**src/include/dpwdt_pkg.sv**
```systemverilog
/*
  shared constants and carrier types of the dual postscaler watchdog timer.
  assumes a 16-bit register port with byte addresses on a 4-bit address.
*/
package dpwdt_pkg;
  // ----------------------------------------
  // register port
  // ----------------------------------------
  localparam int DW = 16;
  localparam int AW = 4;
  localparam logic [AW-1:0] ADDR_CTRL = 4'h0;
  localparam logic [AW-1:0] ADDR_KEY  = 4'h4;
  localparam logic [AW-1:0] ADDR_STAT = 4'h8;
  localparam logic [AW-1:0] ADDR_MASK = 4'hc;

  // ----------------------------------------
  // control register fields
  // ----------------------------------------
  localparam int ON_BIT     = 15;
  localparam int RUN_DIV_LSB = 8;
  localparam int CLK_SEL_LSB = 6;
  localparam int SLP_DIV_LSB = 1;
  localparam int WIN_BIT    = 0;
  localparam int DIV_W      = 5;
  localparam int CNT_MIN_W  = 32;

  localparam logic [DW-1:0] CLEAR_KEY = 16'h5743;
  localparam logic [DW-1:0] RD_ZERO   = 16'h0000;

  localparam logic [1:0] CS_SYS  = 2'h0;
  localparam logic [1:0] CS_RSVD = 2'h1;
  localparam logic [1:0] CS_FCLK  = 2'h2;
  localparam logic [1:0] CS_LPCLK = 2'h3;

  // ----------------------------------------
  // status and mask bits
  // ----------------------------------------
  localparam int ST_W     = 3;
  localparam int ST_RESET = 0;
  localparam int ST_WAKE  = 1;
  localparam int ST_EARLY = 2;
  localparam logic [ST_W-1:0] ST_RST_VAL = 3'h0;

  // ----------------------------------------
  // carriers
  // ----------------------------------------
  typedef struct packed {
    logic             en;
    logic             win;
    logic [DIV_W-1:0] run_div;
    logic [1:0]       clk_sel;
    logic [DIV_W-1:0] slp_div;
  } dpwdt_cfg_s;

  localparam dpwdt_cfg_s CFG_RST_VAL = '0;

  typedef struct packed {
    logic [AW-1:0] addr;
    logic [DW-1:0] wdata;
    logic          wr;
    logic          rd;
  } dpwdt_bus_s;
endpackage

```
**src/design/dpwdt_top.sv**
```systemverilog
/*
  dual postscaler watchdog timer: run and sleep/idle time-outs, window mode,
  clear key, reset cause flag and interrupt status.
  assumes config bits are steady at the first enabled clock after reset, oscillator inputs are
  asynchronous pins, and power_save and the bus come from clk_sys logic.
*/
// Added by the designer: the placing of the registers and strobed register access.
`timescale 1ns/1ps
module dpwdt_top
  import dpwdt_pkg::*;
#(
  parameter int CNT_W = 32
) (
  // clock, reset, enable
  input  logic          clk_sys,
  input  logic          rst,
  input  logic          ce,
  // configuration bits, caught after reset
  input  dpwdt_cfg_s    cfg_bits,
  // power state
  input  logic          power_save,
  // oscillator pins
  input  logic          lpclk_in,
  input  logic          fclk_in,
  // register port
  input  dpwdt_bus_s    bus,
  output logic [DW-1:0] rd_data,
  // reset cause
  input  logic          cause_clr,
  output logic          watchdog_reset_flag,
  // events
  output logic          dev_reset,
  output logic          wake_req,
  output logic          irq
);

  // ----------------------------------------
  // elaboration check
  // ----------------------------------------
  if (CNT_W < CNT_MIN_W) begin : g_chk
    $error("counter too narrow for the longest postscale");
  end

  // ----------------------------------------
  // oscillator synchronisers
  // ----------------------------------------
  logic lpclk_s1, lpclk_s2, lpclk_s3;
  logic fclk_s1, fclk_s2, fclk_s3;
  logic lpclk_rise, fclk_rise;

  always_ff @(posedge clk_sys) begin
    if (rst) begin
      lpclk_s1 <= 1'b0;
      lpclk_s2 <= 1'b0;
      lpclk_s3 <= 1'b0;
      fclk_s1  <= 1'b0;
      fclk_s2  <= 1'b0;
      fclk_s3  <= 1'b0;
    end else if (ce) begin
      lpclk_s1 <= lpclk_in;
      lpclk_s2 <= lpclk_s1;
      lpclk_s3 <= lpclk_s2;
      fclk_s1  <= fclk_in;
      fclk_s2  <= fclk_s1;
      fclk_s3  <= fclk_s2;
    end
  end

  assign lpclk_rise = lpclk_s2 & ~lpclk_s3;
  assign fclk_rise  = fclk_s2 & ~fclk_s3;

  // ----------------------------------------
  // configuration capture
  // ----------------------------------------
  dpwdt_cfg_s cfg_q, next_cfg_q;
  logic       cfg_loaded, next_cfg_loaded;

  always_comb begin
    next_cfg_q      = cfg_q;
    next_cfg_loaded = 1'b1;
    if (!cfg_loaded) begin
      next_cfg_q = cfg_bits;
    end
  end

  always_ff @(posedge clk_sys) begin
    if (rst) begin
      cfg_q      <= CFG_RST_VAL;
      cfg_loaded <= 1'b0;
    end else if (ce) begin
      cfg_q      <= next_cfg_q;
      cfg_loaded <= next_cfg_loaded;
    end
  end

  // ----------------------------------------
  // software control
  // ----------------------------------------
  logic          sw_en, next_sw_en;
  logic          sw_win, next_sw_win;
  logic [ST_W-1:0] mask, next_mask;
  logic          running, win_en;
  logic          wr_ctrl, key_ok;

  assign wr_ctrl = bus.wr && bus.addr == ADDR_CTRL;
  assign key_ok  = bus.wr && bus.addr == ADDR_KEY && bus.wdata == CLEAR_KEY;
  assign running = cfg_q.en | sw_en;
  assign win_en  = cfg_q.win | sw_win;

  always_comb begin
    next_sw_en  = sw_en;
    next_sw_win = sw_win;
    next_mask   = mask;
    if (wr_ctrl) begin
      next_sw_en  = bus.wdata[ON_BIT];
      next_sw_win = bus.wdata[WIN_BIT];
    end
    if (bus.wr && bus.addr == ADDR_MASK) begin
      next_mask = bus.wdata[ST_W-1:0];
    end
  end

  always_ff @(posedge clk_sys) begin
    if (rst) begin
      sw_en  <= 1'b0;
      sw_win <= 1'b0;
      mask   <= ST_RST_VAL;
    end else if (ce) begin
      sw_en  <= next_sw_en;
      sw_win <= next_sw_win;
      mask   <= next_mask;
    end
  end

  // ----------------------------------------
  // count clock and time-out
  // ----------------------------------------
  logic             tick;
  logic [DIV_W-1:0] div;
  logic [CNT_W-1:0] limit;
  logic [CNT_W-1:0] count, next_count;
  logic             ps_q;
  logic             win_open, expire, early;

  always_comb begin
    if (power_save || cfg_q.clk_sel == CS_LPCLK) begin
      tick = lpclk_rise;
    end else if (cfg_q.clk_sel == CS_FCLK) begin
      tick = fclk_rise;
    end else if (cfg_q.clk_sel == CS_SYS) begin
      tick = 1'b1;
    end else begin
      tick = 1'b0;
    end
  end

  assign div      = power_save ? cfg_q.slp_div : cfg_q.run_div;
  assign limit    = ~({CNT_W{1'b1}} << div);
  assign win_open = count >= (limit >> 1);
  assign expire   = running && tick && count == limit && ps_q == power_save;
  assign early    = key_ok && running && win_en && !power_save && !win_open;

  always_comb begin
    next_count = count;
    if (!running || key_ok || expire || ps_q != power_save) begin
      next_count = '0;
    end else if (tick) begin
      next_count = count + 1'b1;
    end
  end

  always_ff @(posedge clk_sys) begin
    if (rst) begin
      count <= '0;
      ps_q  <= 1'b0;
    end else if (ce) begin
      count <= next_count;
      ps_q  <= power_save;
    end
  end

  // ----------------------------------------
  // events, status and reset cause
  // ----------------------------------------
  logic            next_dev_reset, next_wake_req, next_flag;
  logic [ST_W-1:0] stat, next_stat, ev;

  always_comb begin
    next_dev_reset = (expire && !power_save) || early;
    next_wake_req  = expire && power_save;
    next_flag      = next_dev_reset || (watchdog_reset_flag && !cause_clr);
    ev             = '0;
    ev[ST_RESET]   = next_dev_reset;
    ev[ST_WAKE]    = next_wake_req;
    ev[ST_EARLY]   = early;
    next_stat      = stat;
    if (bus.rd && bus.addr == ADDR_STAT) begin
      next_stat = '0;
    end
    next_stat = next_stat | ev;
  end

  always_ff @(posedge clk_sys) begin
    if (rst) begin
      dev_reset           <= 1'b0;
      wake_req            <= 1'b0;
      watchdog_reset_flag <= 1'b0;
      stat                <= ST_RST_VAL;
    end else if (ce) begin
      dev_reset           <= next_dev_reset;
      wake_req            <= next_wake_req;
      watchdog_reset_flag <= next_flag;
      stat                <= next_stat;
    end
  end

  assign irq = |(stat & mask);

  // ----------------------------------------
  // read port
  // ----------------------------------------
  logic [DW-1:0] next_rd_data;

  always_comb begin
    next_rd_data = RD_ZERO;
    if (bus.rd) begin
      case (bus.addr)
        ADDR_CTRL: begin
          next_rd_data[ON_BIT]                          = running;
          next_rd_data[RUN_DIV_LSB +: DIV_W]            = cfg_q.run_div;
          next_rd_data[CLK_SEL_LSB +: 2]                = cfg_q.clk_sel;
          next_rd_data[SLP_DIV_LSB +: DIV_W]            = cfg_q.slp_div;
          next_rd_data[WIN_BIT]                         = win_en;
        end
        ADDR_STAT: begin
          next_rd_data[ST_W-1:0] = stat;
        end
        ADDR_MASK: begin
          next_rd_data[ST_W-1:0] = mask;
        end
        default: begin
          next_rd_data = RD_ZERO;
        end
      endcase
    end
  end

  always_ff @(posedge clk_sys) begin
    if (rst) begin
      rd_data <= RD_ZERO;
    end else if (ce) begin
      rd_data <= next_rd_data;
    end
  end
endmodule

```
**config.mk**
```make
export PLATFORM = sky130hd
export DESIGN_NAME = dpwdt_top
export DESIGN_NICKNAME = d
export VERILOG_FILES = /design/src/include/dpwdt_pkg.sv /design/src/design/dpwdt_top.sv
export SDC_FILE = /design/constraint.sdc
export NUM_CORES = 1
export LEC_CHECK = 0
export ABC_AREA = 1
export BUFFER_PORTS_ARGS = -buffer_cell sky130_fd_sc_hd__buf_2
export CAP_MARGIN = 0
export CORE_MARGIN = 2
export CORE_UTILIZATION = 30
export CTS_BUF_LIST = sky130_fd_sc_hd__clkbuf_16
export DETAILED_ROUTE_END_ITERATION = 6
export GPL_ROUTABILITY_DRIVEN = 0
export GPL_TIMING_DRIVEN = 0
export PLACE_DENSITY = 0.56
export SLEW_MARGIN = 20
export SYNTH_ARGS = -nofsm -noshare
export SYNTH_HDL_FRONTEND = slang
export SYNTH_SLANG_ARGS = --single-unit
```
**constraint.sdc**
```tcl
create_clock -name clk_sys -period 4.1 [get_ports clk_sys]
set_input_delay 0.205 -clock clk_sys [delete_from_list [all_inputs] [get_ports clk_sys]]
set_output_delay 0.205 -clock clk_sys [all_outputs]
set_load 0.05 [all_outputs]
```
# Yosys cells after proc, flatten, opt, wreduce, memory -nomap -nowiden
# Cells that the tools add are included.
op_classes:
  add_sub_neg: 1
  magnitude_cmp: 1
  eq_ne: 9
  shifts: 1
  muxes: 11
  n_bitwise: 10
  reduce_logical: 33
op_table:
  columns: ["operator", "n"]
  rows:
  - ["32-bit 2-to-1 mux", 2]
  - ["32-bit by 1-bit adder with 32-bit output, second input constant", 1]
  - ["32-bit equality test", 1]
  - ["32-bit by 31-bit >= comparator with 1-bit output", 1]
  - ["32-bit inverter", 1]
  - ["32-bit by 5-bit left shift with 32-bit output, first input constant", 1]
  - ["16-bit by 15-bit equality test with 1-bit output, second input constant", 1]
  - ["16-bit 2-to-1 mux", 1]
  - ["1-bit logical AND", 15]
  - ["10-bit 2-to-1 mux", 1]
  - ["3-bit case mux with 3 select lines", 1]
  - ["4-bit equality test, second input constant", 2]
  - ["2-bit AND reduction", 4]
  - ["1-bit logical OR", 6]
  - ["5-bit 2-to-1 mux", 1]
  - ["2-bit equality test, second input constant", 2]
  - ["4-bit by 3-bit equality test with 1-bit output, second input constant", 1]
  - ["1-bit zero test", 4]
  - ["4-bit zero test", 1]
  - ["1-bit 2-to-1 mux", 4]
  - ["3-bit AND", 1]
  - ["3-bit 2-to-1 mux", 1]
  - ["1-bit inverter", 3]
  - ["3-bit bitwise OR", 1]
  - ["7 further kinds", 9]
totals:
  ff_bits: 81
  input_bits: 43
  out_inout_bits: 20
  elab_cells: 88

# Depth between registers and ports, before layout
# Gate-level depths: netlist of the first run.
logic_depth:
  depth_word: 11
  depth_mapped: 26

# Worst setup path before layout of the first run
# Ideal clock, no wire load.
synth_path:
  path_kind: "register to register"
  startpoint: "register cfg_q[4] (netlist name)"
  endpoint: "register watchdog_reset_flag"
  setup_ns: 0.056
  t_arrival_ns: 2.034
  required_ns: 4.044
  slack_ns: 2.009
  stages_incl_launch_ff: 21
  n_path_buf: 1
  cell_sequence: "dfxtp_1 > inv_1 > nand2_1 > nand2_4 > buf_4 > nand3_1 > nand2_1 > ha_1 > a21oi_1 > nor2_1 > a211oi_1 > nand2_1 > nand2_1 > nand2_1 > nand2_1 > nand2_1 > nand2_1 > nand2_1 > nand3_1 > nand2_1 > inv_1"
synth_via:
  elab_chain_len: 9
synth_lines:
  columns: ["item", "line_no", "rtl"]
  rows:
  - ["start, declared", "dpwdt_top.sv:75", "dpwdt_cfg_s cfg_q, next_cfg_q;"]
  - ["start signal, assigned", "dpwdt_top.sv:91", "cfg_q <= next_cfg_q;"]
  - ["5-bit 2-to-1 mux (*)", "dpwdt_top.sv:157", "assign div = power_save ? cfg_q.slp_div : cfg_q.run_div;"]
  - ["32-bit by 5-bit left shift with 32-bit output (*)", "dpwdt_top.sv:158", "assign limit = ~({CNT_W{1'b1}} << div);"]
  - ["32-bit inverter (*)", "dpwdt_top.sv:158", null]
  - ["parallel branches: the longest is 4 deep, another holds 32-bit by 31-bit >= comparator with 1-bit output", null, null]
  - ["1-bit logical OR (*)", "dpwdt_top.sv:189", "next_dev_reset = (expire && !power_save) || early;"]
  - ["1-bit logical OR (*)", "dpwdt_top.sv:191", "next_flag = next_dev_reset || (watchdog_reset_flag && !cause_clr);"]
  - ["end signal, assigned", "dpwdt_top.sv:212", "watchdog_reset_flag <= next_flag;"]
  - ["end, declared", "dpwdt_top.sv:30", "output logic watchdog_reset_flag,"]
# Every way passes the cells marked *.
# A chain may end at the register's enable or synchronous reset.

# Final worst setup path of the first run
layout_path:
  startpoint: "register cfg_q[2] (netlist name)"
  endpoint: "register stat[0]"
layout_via:
  elab_chain_len: 9
layout_lines:
  columns: ["item", "line_no", "rtl"]
  rows:
  - ["5-bit 2-to-1 mux (*)", "dpwdt_top.sv:157", null]
  - ["32-bit by 5-bit left shift with 32-bit output (*)", "dpwdt_top.sv:158", null]
  - ["32-bit inverter (*)", "dpwdt_top.sv:158", null]
  - ["parallel branches: the longest is 4 deep, another holds 32-bit by 31-bit >= comparator with 1-bit output", null, null]
  - ["1-bit logical OR (*)", "dpwdt_top.sv:189", null]
  - ["3-bit bitwise OR (*)", "dpwdt_top.sv:200", "next_stat = next_stat | ev;"]
  - ["end signal, assigned", "dpwdt_top.sv:213", "stat <= next_stat;"]
  - ["end, declared", "dpwdt_top.sv:186", "logic [ST_W-1:0] stat, next_stat, ev;"]
# Marks and branches as above.

==> reports/qor.csv, run 1 <==
stage,metric,value,unit
run_status,status,completed,
power,"Power, Total",2.066,mW
clock_network,Inserted Clock Buffers,9,
routing,starting DRC count in detailed routing,455,
clock_network,post-CTS setup buffers,0,
layout,post-layout util,35.26,%
worst_setup_path,reg2reg end,stat[0]$_SDFFE_PP0P_,
synth,Mapped Cells,926,
placed_design,port buffer count,59,
power,register share of total power,40.6,%
worst_hold_path,Worst Min Path Start,lpclk_in,
routing,# DRC,0,
clock_network,CTS tree,built,
clock_network,Root Buffer,clkbuf_16,
sta,Worst-Margin Slew,0.6244,ns
worst_setup_path,Slowest Stage Delay on Critical Path,0.38,ns
routing,Routed WL per cell,15.32,um
floorplan,# rows,50,
worst_setup_path,cell breakdown of the critical path,"nand2_1, nand2_1, nor2_1, nand2_1, ha_1, o21ai_0, nand2_1, nand2_1, nand2_1, nand2_1, nand2_1, nand2_1, nand2_1, nand2_1, nand2_1, nand2_1, nand2_1, nand2_1, nand2_1, nand3_1, nand2_1, inv_1",
power,Clk pwr share,38.7,%
floorplan,Die ar.,20180,um^2
worst_hold_path,Min-Delay Path Class,input port to flip-flop,
floorplan,initial core utilization,30.56,%
global_route,GR peak layer,met2,
power,Worst VDD drop,193.7,uV
worst_setup_path,WP data required,4.39,ns
global_route,largest net degree at the start of global routing,17,
worst_setup_path,Crit Path Max Fanout,8,
clock_network,H-Tree Level Count,3,
worst_setup_path,slowest CP cell,nor2_1,
layout,fin area,6595,um^2
clock_network,Skew-Pair Late Insertion Delay,0.35,ns
worst_setup_path,arrival time worst endpoint,3.03,ns
synth,Post-synth ARST share,0,%
synth,Syn Area/Cell,6.174,um^2
worst_setup_path,Most common cell on crit path,nand2_1,
floorplan,die height,142.0,um
routing,DRT antenna net count,0,
synth,post-synth cell types,33,
worst_hold_path,WHS Path Cells,3,
global_route,global-route wire length before repair,30430,um
layout,layout cells sized above 1,9.980,%
layout,final net count,1071,
power,switch share,34.16,%
power,combinational group share of total power,20.6,%
routing,drt first pass iters,7,
clock_network,"Clk pin slew, worst setup/hold paths",0.07,ns
worst_hold_path,Hold EP,lpclk_s1$_SDFFE_PP0P_,
power,switching power,0.7057,mW
routing,Vias,6202,
layout,Area Growth Syn to Fin,15.36,%
sta,setup ws final,1.359,ns
floorplan,num ports,63,
worst_setup_path,"CP delay by family, top",simple AND/OR/NAND/NOR gates,
global_route,number of antenna violations at the first check in global routing,0,
sta,Setup Skew,0.01185,ns
placed_design,HPWL Detailed,15100,um
sta,fin crit share,66.86,%
placed_design,Area after DPL,6309,um^2
synth,Post-synth EDFFs,0,
worst_setup_path,R2R cell count,22,
power,Int Pwr,1.360,mW
worst_setup_path,WP buf/inv,1,
sta,final hold violation count,0,
sta,Fin Hold WS,0.07795,ns
routing,Vias per Instance,5.018,
sta,Worst slew margin,58.05,%
global_route,GRT met3 Usage,3.096,%
worst_setup_path,crit path launch type,flip-flop,
clock_network,Sink Count,79,
sta,Highest Clock Rate,364.8,MHz
global_route,met2 Use GR,30.41,%
layout,"non-filler cells, final",1236,
global_route,global route total overflow,0,
synth,YS warnings,0,
worst_setup_path,crit path capture type,flip-flop,
sta,Final setup viols,0,
routing,Routed WL,18940,um
synth,Yosys reg bits,79,
placed_design,dpl cells,1220,
power,power density over the cells,313.2,nW/um^2
floorplan,core area,18710,um^2
worst_setup_path,critical path type,flip-flop to flip-flop,
sta,"Slew Viols, Final",0,
clock_network,CTS Hold Bufs,0,
sta,TNS Setup,0,ns
power,P_leak,3.027,nW
layout,# diodes,0,
synth,"Seq/Total Area, Yosys",27.66,%
worst_setup_path,Critical R2R Launch,cfg_q[2]$_SDFFE_PP0P_,
clock_network,Post-CTS Resized,0,
worst_setup_path,R2R Setup Slk,1.36,ns
placed_design,pre-CTS WS,1.240,ns
sta,unrepaired setup endpoints after global routing,no,
synth,Most used DFF post-synth,dfxtp_1,
run,max-cap viol count,0,
global_route,GR Util met1,26.55,%
global_route,gr usage total,19.23,%
global_route,vias in the first global route,5871,
clock_network,Max Buffers Root-to-Sink,2,
synth,post-synthesis cell area,5717,um^2
sta,fin crit period,2.741,ns
floorplan,Die W,142.0,um
## how the worst max path moves through the flow
| stage | from | endpoint | cells past startpoint |
|---|---|---|---|
| 2_1_floorplan | cfg_q[4]$_SDFFE_PP0P_ | watchdog_reset_flag$_SDFFE_PP0P_ | 20 |
| 3_3_place_gp | power_save | watchdog_reset_flag$_SDFFE_PP0P_ | 23 |
| 3_5_place_dp | power_save | stat[0]$_SDFFE_PP0P_ | 23 |
| 4_1_cts | cfg_q[2]$_SDFFE_PP0P_ | stat[0]$_SDFFE_PP0P_ | 21 |
| 5_1_grt | cfg_q[2]$_SDFFE_PP0P_ | stat[0]$_SDFFE_PP0P_ | 21 |
| 6_report | cfg_q[2]$_SDFFE_PP0P_ | stat[0]$_SDFFE_PP0P_ | 22 |
## placed cells by master (no fill, tap or decap), types with 2 or more instances in the layout
cell type / count
buf_4: 5
dfxtp_1: 79
nand4_1: 39
nand2_1: 269
inv_6: 3
nor3_1: 24
conb_1: 2
nand2_2: 4
inv_8: 2
nor2_1: 91
a22oi_1: 10
buf_2: 59
buf_6: 4
nor4_1: 9
nand3b_1: 6
o21ai_0: 53
nand3_1: 63
clkbuf_1: 23
clkinv_1: 2
xor2_1: 15
a211oi_1: 2
inv_1: 109
nor2_8: 2
nand2_4: 5
ha_1: 31
a21oi_1: 68
clkbuf_16: 9
inv_2: 2
buf_1: 3
## flip-flops by register name (all words and copies together) (netlist names), 3 cells and up
register	count
count	32
cfg_q	14
rd_data	14
mask	3
stat	3
## layer usage
layer	part of all wire, %	up-vias
met5	0	-
met4	2.1	0
met3	6.5	22
met2	45	220
met1	46	2780
li1	-	3180
## synthesized netlist by cell type (2+ instances only)
cell type	number	area (um^2)
a211oi_1	2	15.01
nand3_1	63	315.3
buf_6	4	45.04
nand2_1	269	1010
ha_1	31	387.9
nand4_1	39	244.0
nand2_2	4	25.02
buf_4	5	37.54
nor4_1	9	56.30
inv_1	109	409.1
nand3b_1	6	45.04
a21oi_1	68	340.3
dfxtp_1	79	1582
inv_2	2	7.510
a22oi_1	10	75.07
buf_1	3	11.26
nor3_1	24	120.1
xor2_1	15	131.4
nand2_4	5	56.30
clkbuf_1	23	86.33
nor2_1	91	341.6
nor2_8	2	40.04
o21ai_0	53	265.3
## power by group through the flow
stage	Sequential (mW)	Combinational, mW	Clock [mW]
after floorplan	0.840	0.298	0
after global placement	0.855	0.421	0
after detailed placement	0.856	0.423	0
after CTS	0.838	0.425	0.810
after global routing	0.844	0.487	0.843
final	0.839	0.426	0.800
## logic make-up (layout without fill, tap and decap cells)
logic type | after synthesis | in the layout | share of synthesized area (%)
AO/OA/AOI/OAI | 135 | 135 | 12.45
flip-flops | 79 | 79 | 27.66
XOR/XNOR | 16 | 16 | 2.451
AND/OR/NAND/NOR | 517 | 517 | 40.07
buffers and inverters | 147 | 222 | 10.51
adder cells (fa/ha/maj) | 31 | 31 | 6.785
other | 1 | 2 | 0.06560
## cell type report
cell class                      instances  area (um^2)
Buffer                                 35        180.2
Inverter                              112        420.4
Fill cell                            2073        12110
Timing Repair Buffer                   59        295.3
Multi-Input combinational cell        701         3538
Clock inverter                          7        61.31
Clock buffer                            9        225.2
Sequential cell                        79         1582
Tap cell                              234        292.8
## worst min-delay path, cell delays in order
cell    delay, ns
buf_2        0.08
nor2_1       0.03
nor2_1       0.08
No activity file was read; power rests on OpenSTA's default activity.
==> run 2, diff against run 1 <==
--- a/config.mk
+++ b/config.mk
@@ -14,7 +14,7 @@
 export DETAILED_ROUTE_END_ITERATION = 6
 export GPL_ROUTABILITY_DRIVEN = 0
 export GPL_TIMING_DRIVEN = 0
-export PLACE_DENSITY = 0.56
+export PLACE_DENSITY = 0.58
 export SLEW_MARGIN = 20
 export SYNTH_ARGS = -nofsm -noshare
 export SYNTH_HDL_FRONTEND = slang
==> constraint.sdc (replaced) <==
create_clock -name clk_sys -period 2.3 [get_ports clk_sys]
set_input_delay 0.115 -clock clk_sys [delete_from_list [all_inputs] [get_ports clk_sys]]
set_output_delay 0.115 -clock clk_sys [all_outputs]
set_load 0.05 [all_outputs]
==> run 2 against run 1 <==
Cell area increased by 16%. Clock power increased by 72%. Setup slack got worse by 1.4 ns. The run now ends with setup timing left. Sequential share of layout area decreased by 3.1 points. Via count increased by 7.1%. Global-route usage increased by 0.78 points. Cell count increased by 4.3%.
==> reports/qor.csv, run 2 (synthesis results as in run 1) <==
stage,metric,value,unit,change
clock_network,CTS tree,built,,unchanged
placed_design,port buffer count,59,,unchanged
placed_design,pre-CTS WS,-0.4768,ns,was 1.240 ns
sta,Fin Hold WS,0.008139,ns,was 0.07795 ns
floorplan,initial core utilization,30.56,%,unchanged
layout,Largest register FFs,32,,unchanged
layout,most frequent cells in the layout,"nand2_1, inv_1, nor2_1, dfxtp_1, a21oi_1",,unchanged
run_status,status,"finished, violations left",,was completed
layout,"non-filler cells, final",1289,,"was 1,236"
power,P_leak,3.440,nW,was 3.027 nW
worst_setup_path,critical path type,flip-flop to flip-flop,,unchanged
worst_setup_path,WP data required,2.50,ns,was 4.39 ns
clock_network,H-Tree Level Count,3,,unchanged
worst_setup_path,arrival time worst endpoint,2.56,ns,was 3.03 ns
worst_setup_path,slowest CP cell,dfxtp_2,,was nor2_1
placed_design,HPWL Detailed,14940,um,"was 15,100 um"
clock_network,Skew-Pair Late Insertion Delay,0.35,ns,about the same
layout,fin area,7651,um^2,was 6595 um^2
layout,# diodes,0,,unchanged
global_route,gr usage total,20.01,%,was 19.23%
sta,"Slew Viols, Final",0,,unchanged
layout,Area Growth Syn to Fin,33.84,%,was 15.36%
placed_design,dpl cells,1220,,unchanged
routing,# DRC,0,,unchanged
clock_network,Inserted Clock Buffers,9,,unchanged
layout,post-layout util,40.90,%,was 35.26%
routing,drt first pass iters,6,,was 7
worst_setup_path,crit path launch type,flip-flop,,unchanged
run,max-cap viol count,0,,unchanged
floorplan,Die ar.,20180,um^2,unchanged
power,Worst VDD drop,297.7,uV,was 193.7 uV
power,"Power, Total",3.968,mW,was 2.066 mW
layout,"most common cell after layout, fill and taps aside",nand2_1,,unchanged
global_route,largest net degree at the start of global routing,16,,was 17
worst_setup_path,Most common cell on crit path,nand2_2,,was nand2_1
placed_design,Area after DPL,6309,um^2,unchanged
layout,final net count,1124,,"was 1,071"
routing,Vias per Instance,5.155,,was 5.018
floorplan,num ports,63,,unchanged
sta,Highest Clock Rate,423.9,MHz,was 364.8 MHz
sta,setup ws final,-0.05914,ns,was 1.359 ns
power,power density over the cells,518.6,nW/um^2,was 313.2 nW/um^2
sta,fin crit period,2.359,ns,was 2.741 ns
sta,fin crit share,102.6,%,was 66.86%
layout,Filler Cells Inserted,1951,,"was 2,073"
floorplan,Die W,142.0,um,unchanged
layout,biggest regs,"count (32), cfg_q (14), rd_data (14)",,unchanged
clock_network,Max Buffers Root-to-Sink,2,,unchanged
worst_setup_path,Crit Path Max Fanout,7,,was 8
floorplan,die height,142.0,um,unchanged
global_route,global route total overflow,0,,unchanged
clock_network,Root Buffer,clkbuf_16,,unchanged
worst_hold_path,Min-Delay Path Class,input port to flip-flop,,unchanged
routing,DRT antenna net count,0,,unchanged
routing,Vias,6645,,"was 6,202"
global_route,global-route wire length before repair,31950,um,"was 30,430 um"
floorplan,# rows,50,,unchanged
routing,starting DRC count in detailed routing,579,,was 455
layout,layout cells sized above 1,25.21,%,was 9.980%
sta,Final setup viols,33,,was 0
sta,Worst-Margin Slew,0.6086,ns,was 0.6244 ns
routing,Routed WL,20740,um,"was 18,940 um"
sta,Worst slew margin,59.42,%,was 58.05%
worst_setup_path,cell breakdown of the critical path,"inv_2, nand2_2, nand2_4, buf_6, nor2_8, nand2_2, nand2_2, nand2_2, nor2_4, nand2_1, nor2_1, nand2_1, nor2_4, nand2_4, buf_8, nand4_1, a21oi_1",,"was nand2_1, nand2_1, nor2_1, nand2_1, ha_1, o21ai_0, nand2_1, nand2_1, nand2_1, nand2_1, nand2_1, nand2_1, nand2_1, nand2_1, nand2_1, nand2_1, nand2_1, nand2_1, nand2_1, nand3_1, nand2_1, inv_1"
worst_setup_path,crit path capture type,flip-flop,,unchanged
run_status,failing checks,setup timing,,
sta,Setup Skew,0.01321,ns,was 0.01185 ns
global_route,number of antenna violations at the first check in global routing,0,,unchanged
sta,TNS Setup,-0.7146,ns,was 0 ns
clock_network,"Clk pin slew, worst setup/hold paths",0.07,ns,about the same
global_route,vias in the first global route,6280,,"was 5,871"
floorplan,core area,18710,um^2,unchanged
sta,unrepaired setup endpoints after global routing,yes,,was no
clock_network,Sink Count,79,,unchanged
sta,final hold violation count,0,,unchanged
routing,Routed WL per cell,16.09,um,was 15.32 um
layout,Largest Register,count,,unchanged
worst_setup_path,Slowest Stage Delay on Critical Path,0.35,ns,was 0.38 ns
## run 2: cell types whose count changed in the layout (fill, tap and decap cells not counted), moves of 11 or more
| cell | before | now |
|---|---|---|
| nand2_1 | 269 | 213 |
| nand2_2 | 4 | 44 |
| buf_4 | 5 | 42 |
| nand2_4 | 5 | 18 |
| dfxtp_1 | 79 | 67 |
| nand3_1 | 63 | 51 |
| dfxtp_2 | 0 | 11 |
## run 2: cell type report
class,count,area (um^2),share of cell area [%]
multi-input cells,702,4100,53.59
repair buffers,111,758.2,9.910
plain buffers,35,195.2,2.551
clock inverters,7,57.56,0.7522
flip-flops and latches,79,1599,20.90
well taps,234,292.8,3.827
inverters,112,422.9,5.527
clock buffers,9,225.2,2.944
## run 2: power breakdown
part | internal [mW] | switching [mW]
clock | 0.745 | 0.635
sequential | 1.43 | 0.0803
combinational | 0.419 | 0.664
total | 2.59 | 1.38
## run 2: repair_timing
| item | in CTS | in global routing |
|---|---|---|
| hold buffers | 6 | 0 |
| cloned | 0 | 3 |
| hold endpoints to repair | 6 | 0 |
| resized for setup | 94 | 68 |
| pin swaps | 27 | 51 |
| setup endpoints to repair | 37 | 38 |
| setup buffers | 26 | 18 |
## run 2: worst paths after layout
path | from | to | slack (ns) | cells past startpoint
max reg2reg | cfg_q[4]$_SDFFE_PP0P_ | count[14]$_SDFFE_PP0P_ | -0.06 | 17
max | cfg_q[4]$_SDFFE_PP0P_ | count[14]$_SDFFE_PP0P_ | -0.06 | 17
min | cfg_bits[12] | cfg_q[12]$_SDFFE_PP0P_ | 0.008 | 3
min reg2reg | fclk_s3$_SDFFE_PP0P_ | fclk_s3$_SDFFE_PP0P_ | 0.46 | 2
## run 2: worst max-delay path, delay by kind of cell (launching register included)
family / cells / cell delay [ns]
flip-flops: 1 / 0.35
AND/OR/NAND/NOR: 13 / 1.40
buffers and inverters: 3 / 0.36
AO/OA/AOI/OAI: 1 / 0.08
## run 2: layer usage
| metal | track usage [%] | wire, um | part of all wire [%] | vias to the layer above |
|---|---|---|---|---|
| li1 | - | - | - | 3294 |
| met1 | 26.68 | 9026 | 44 | 3008 |
| met2 | 32.62 | 9608 | 46 | 288 |
| met3 | 2.591 | 1427 | 6.9 | 55 |
| met4 | 8.263 | 681 | 3.3 | 0 |
| met5 | 0 | 0 | 0 | - |
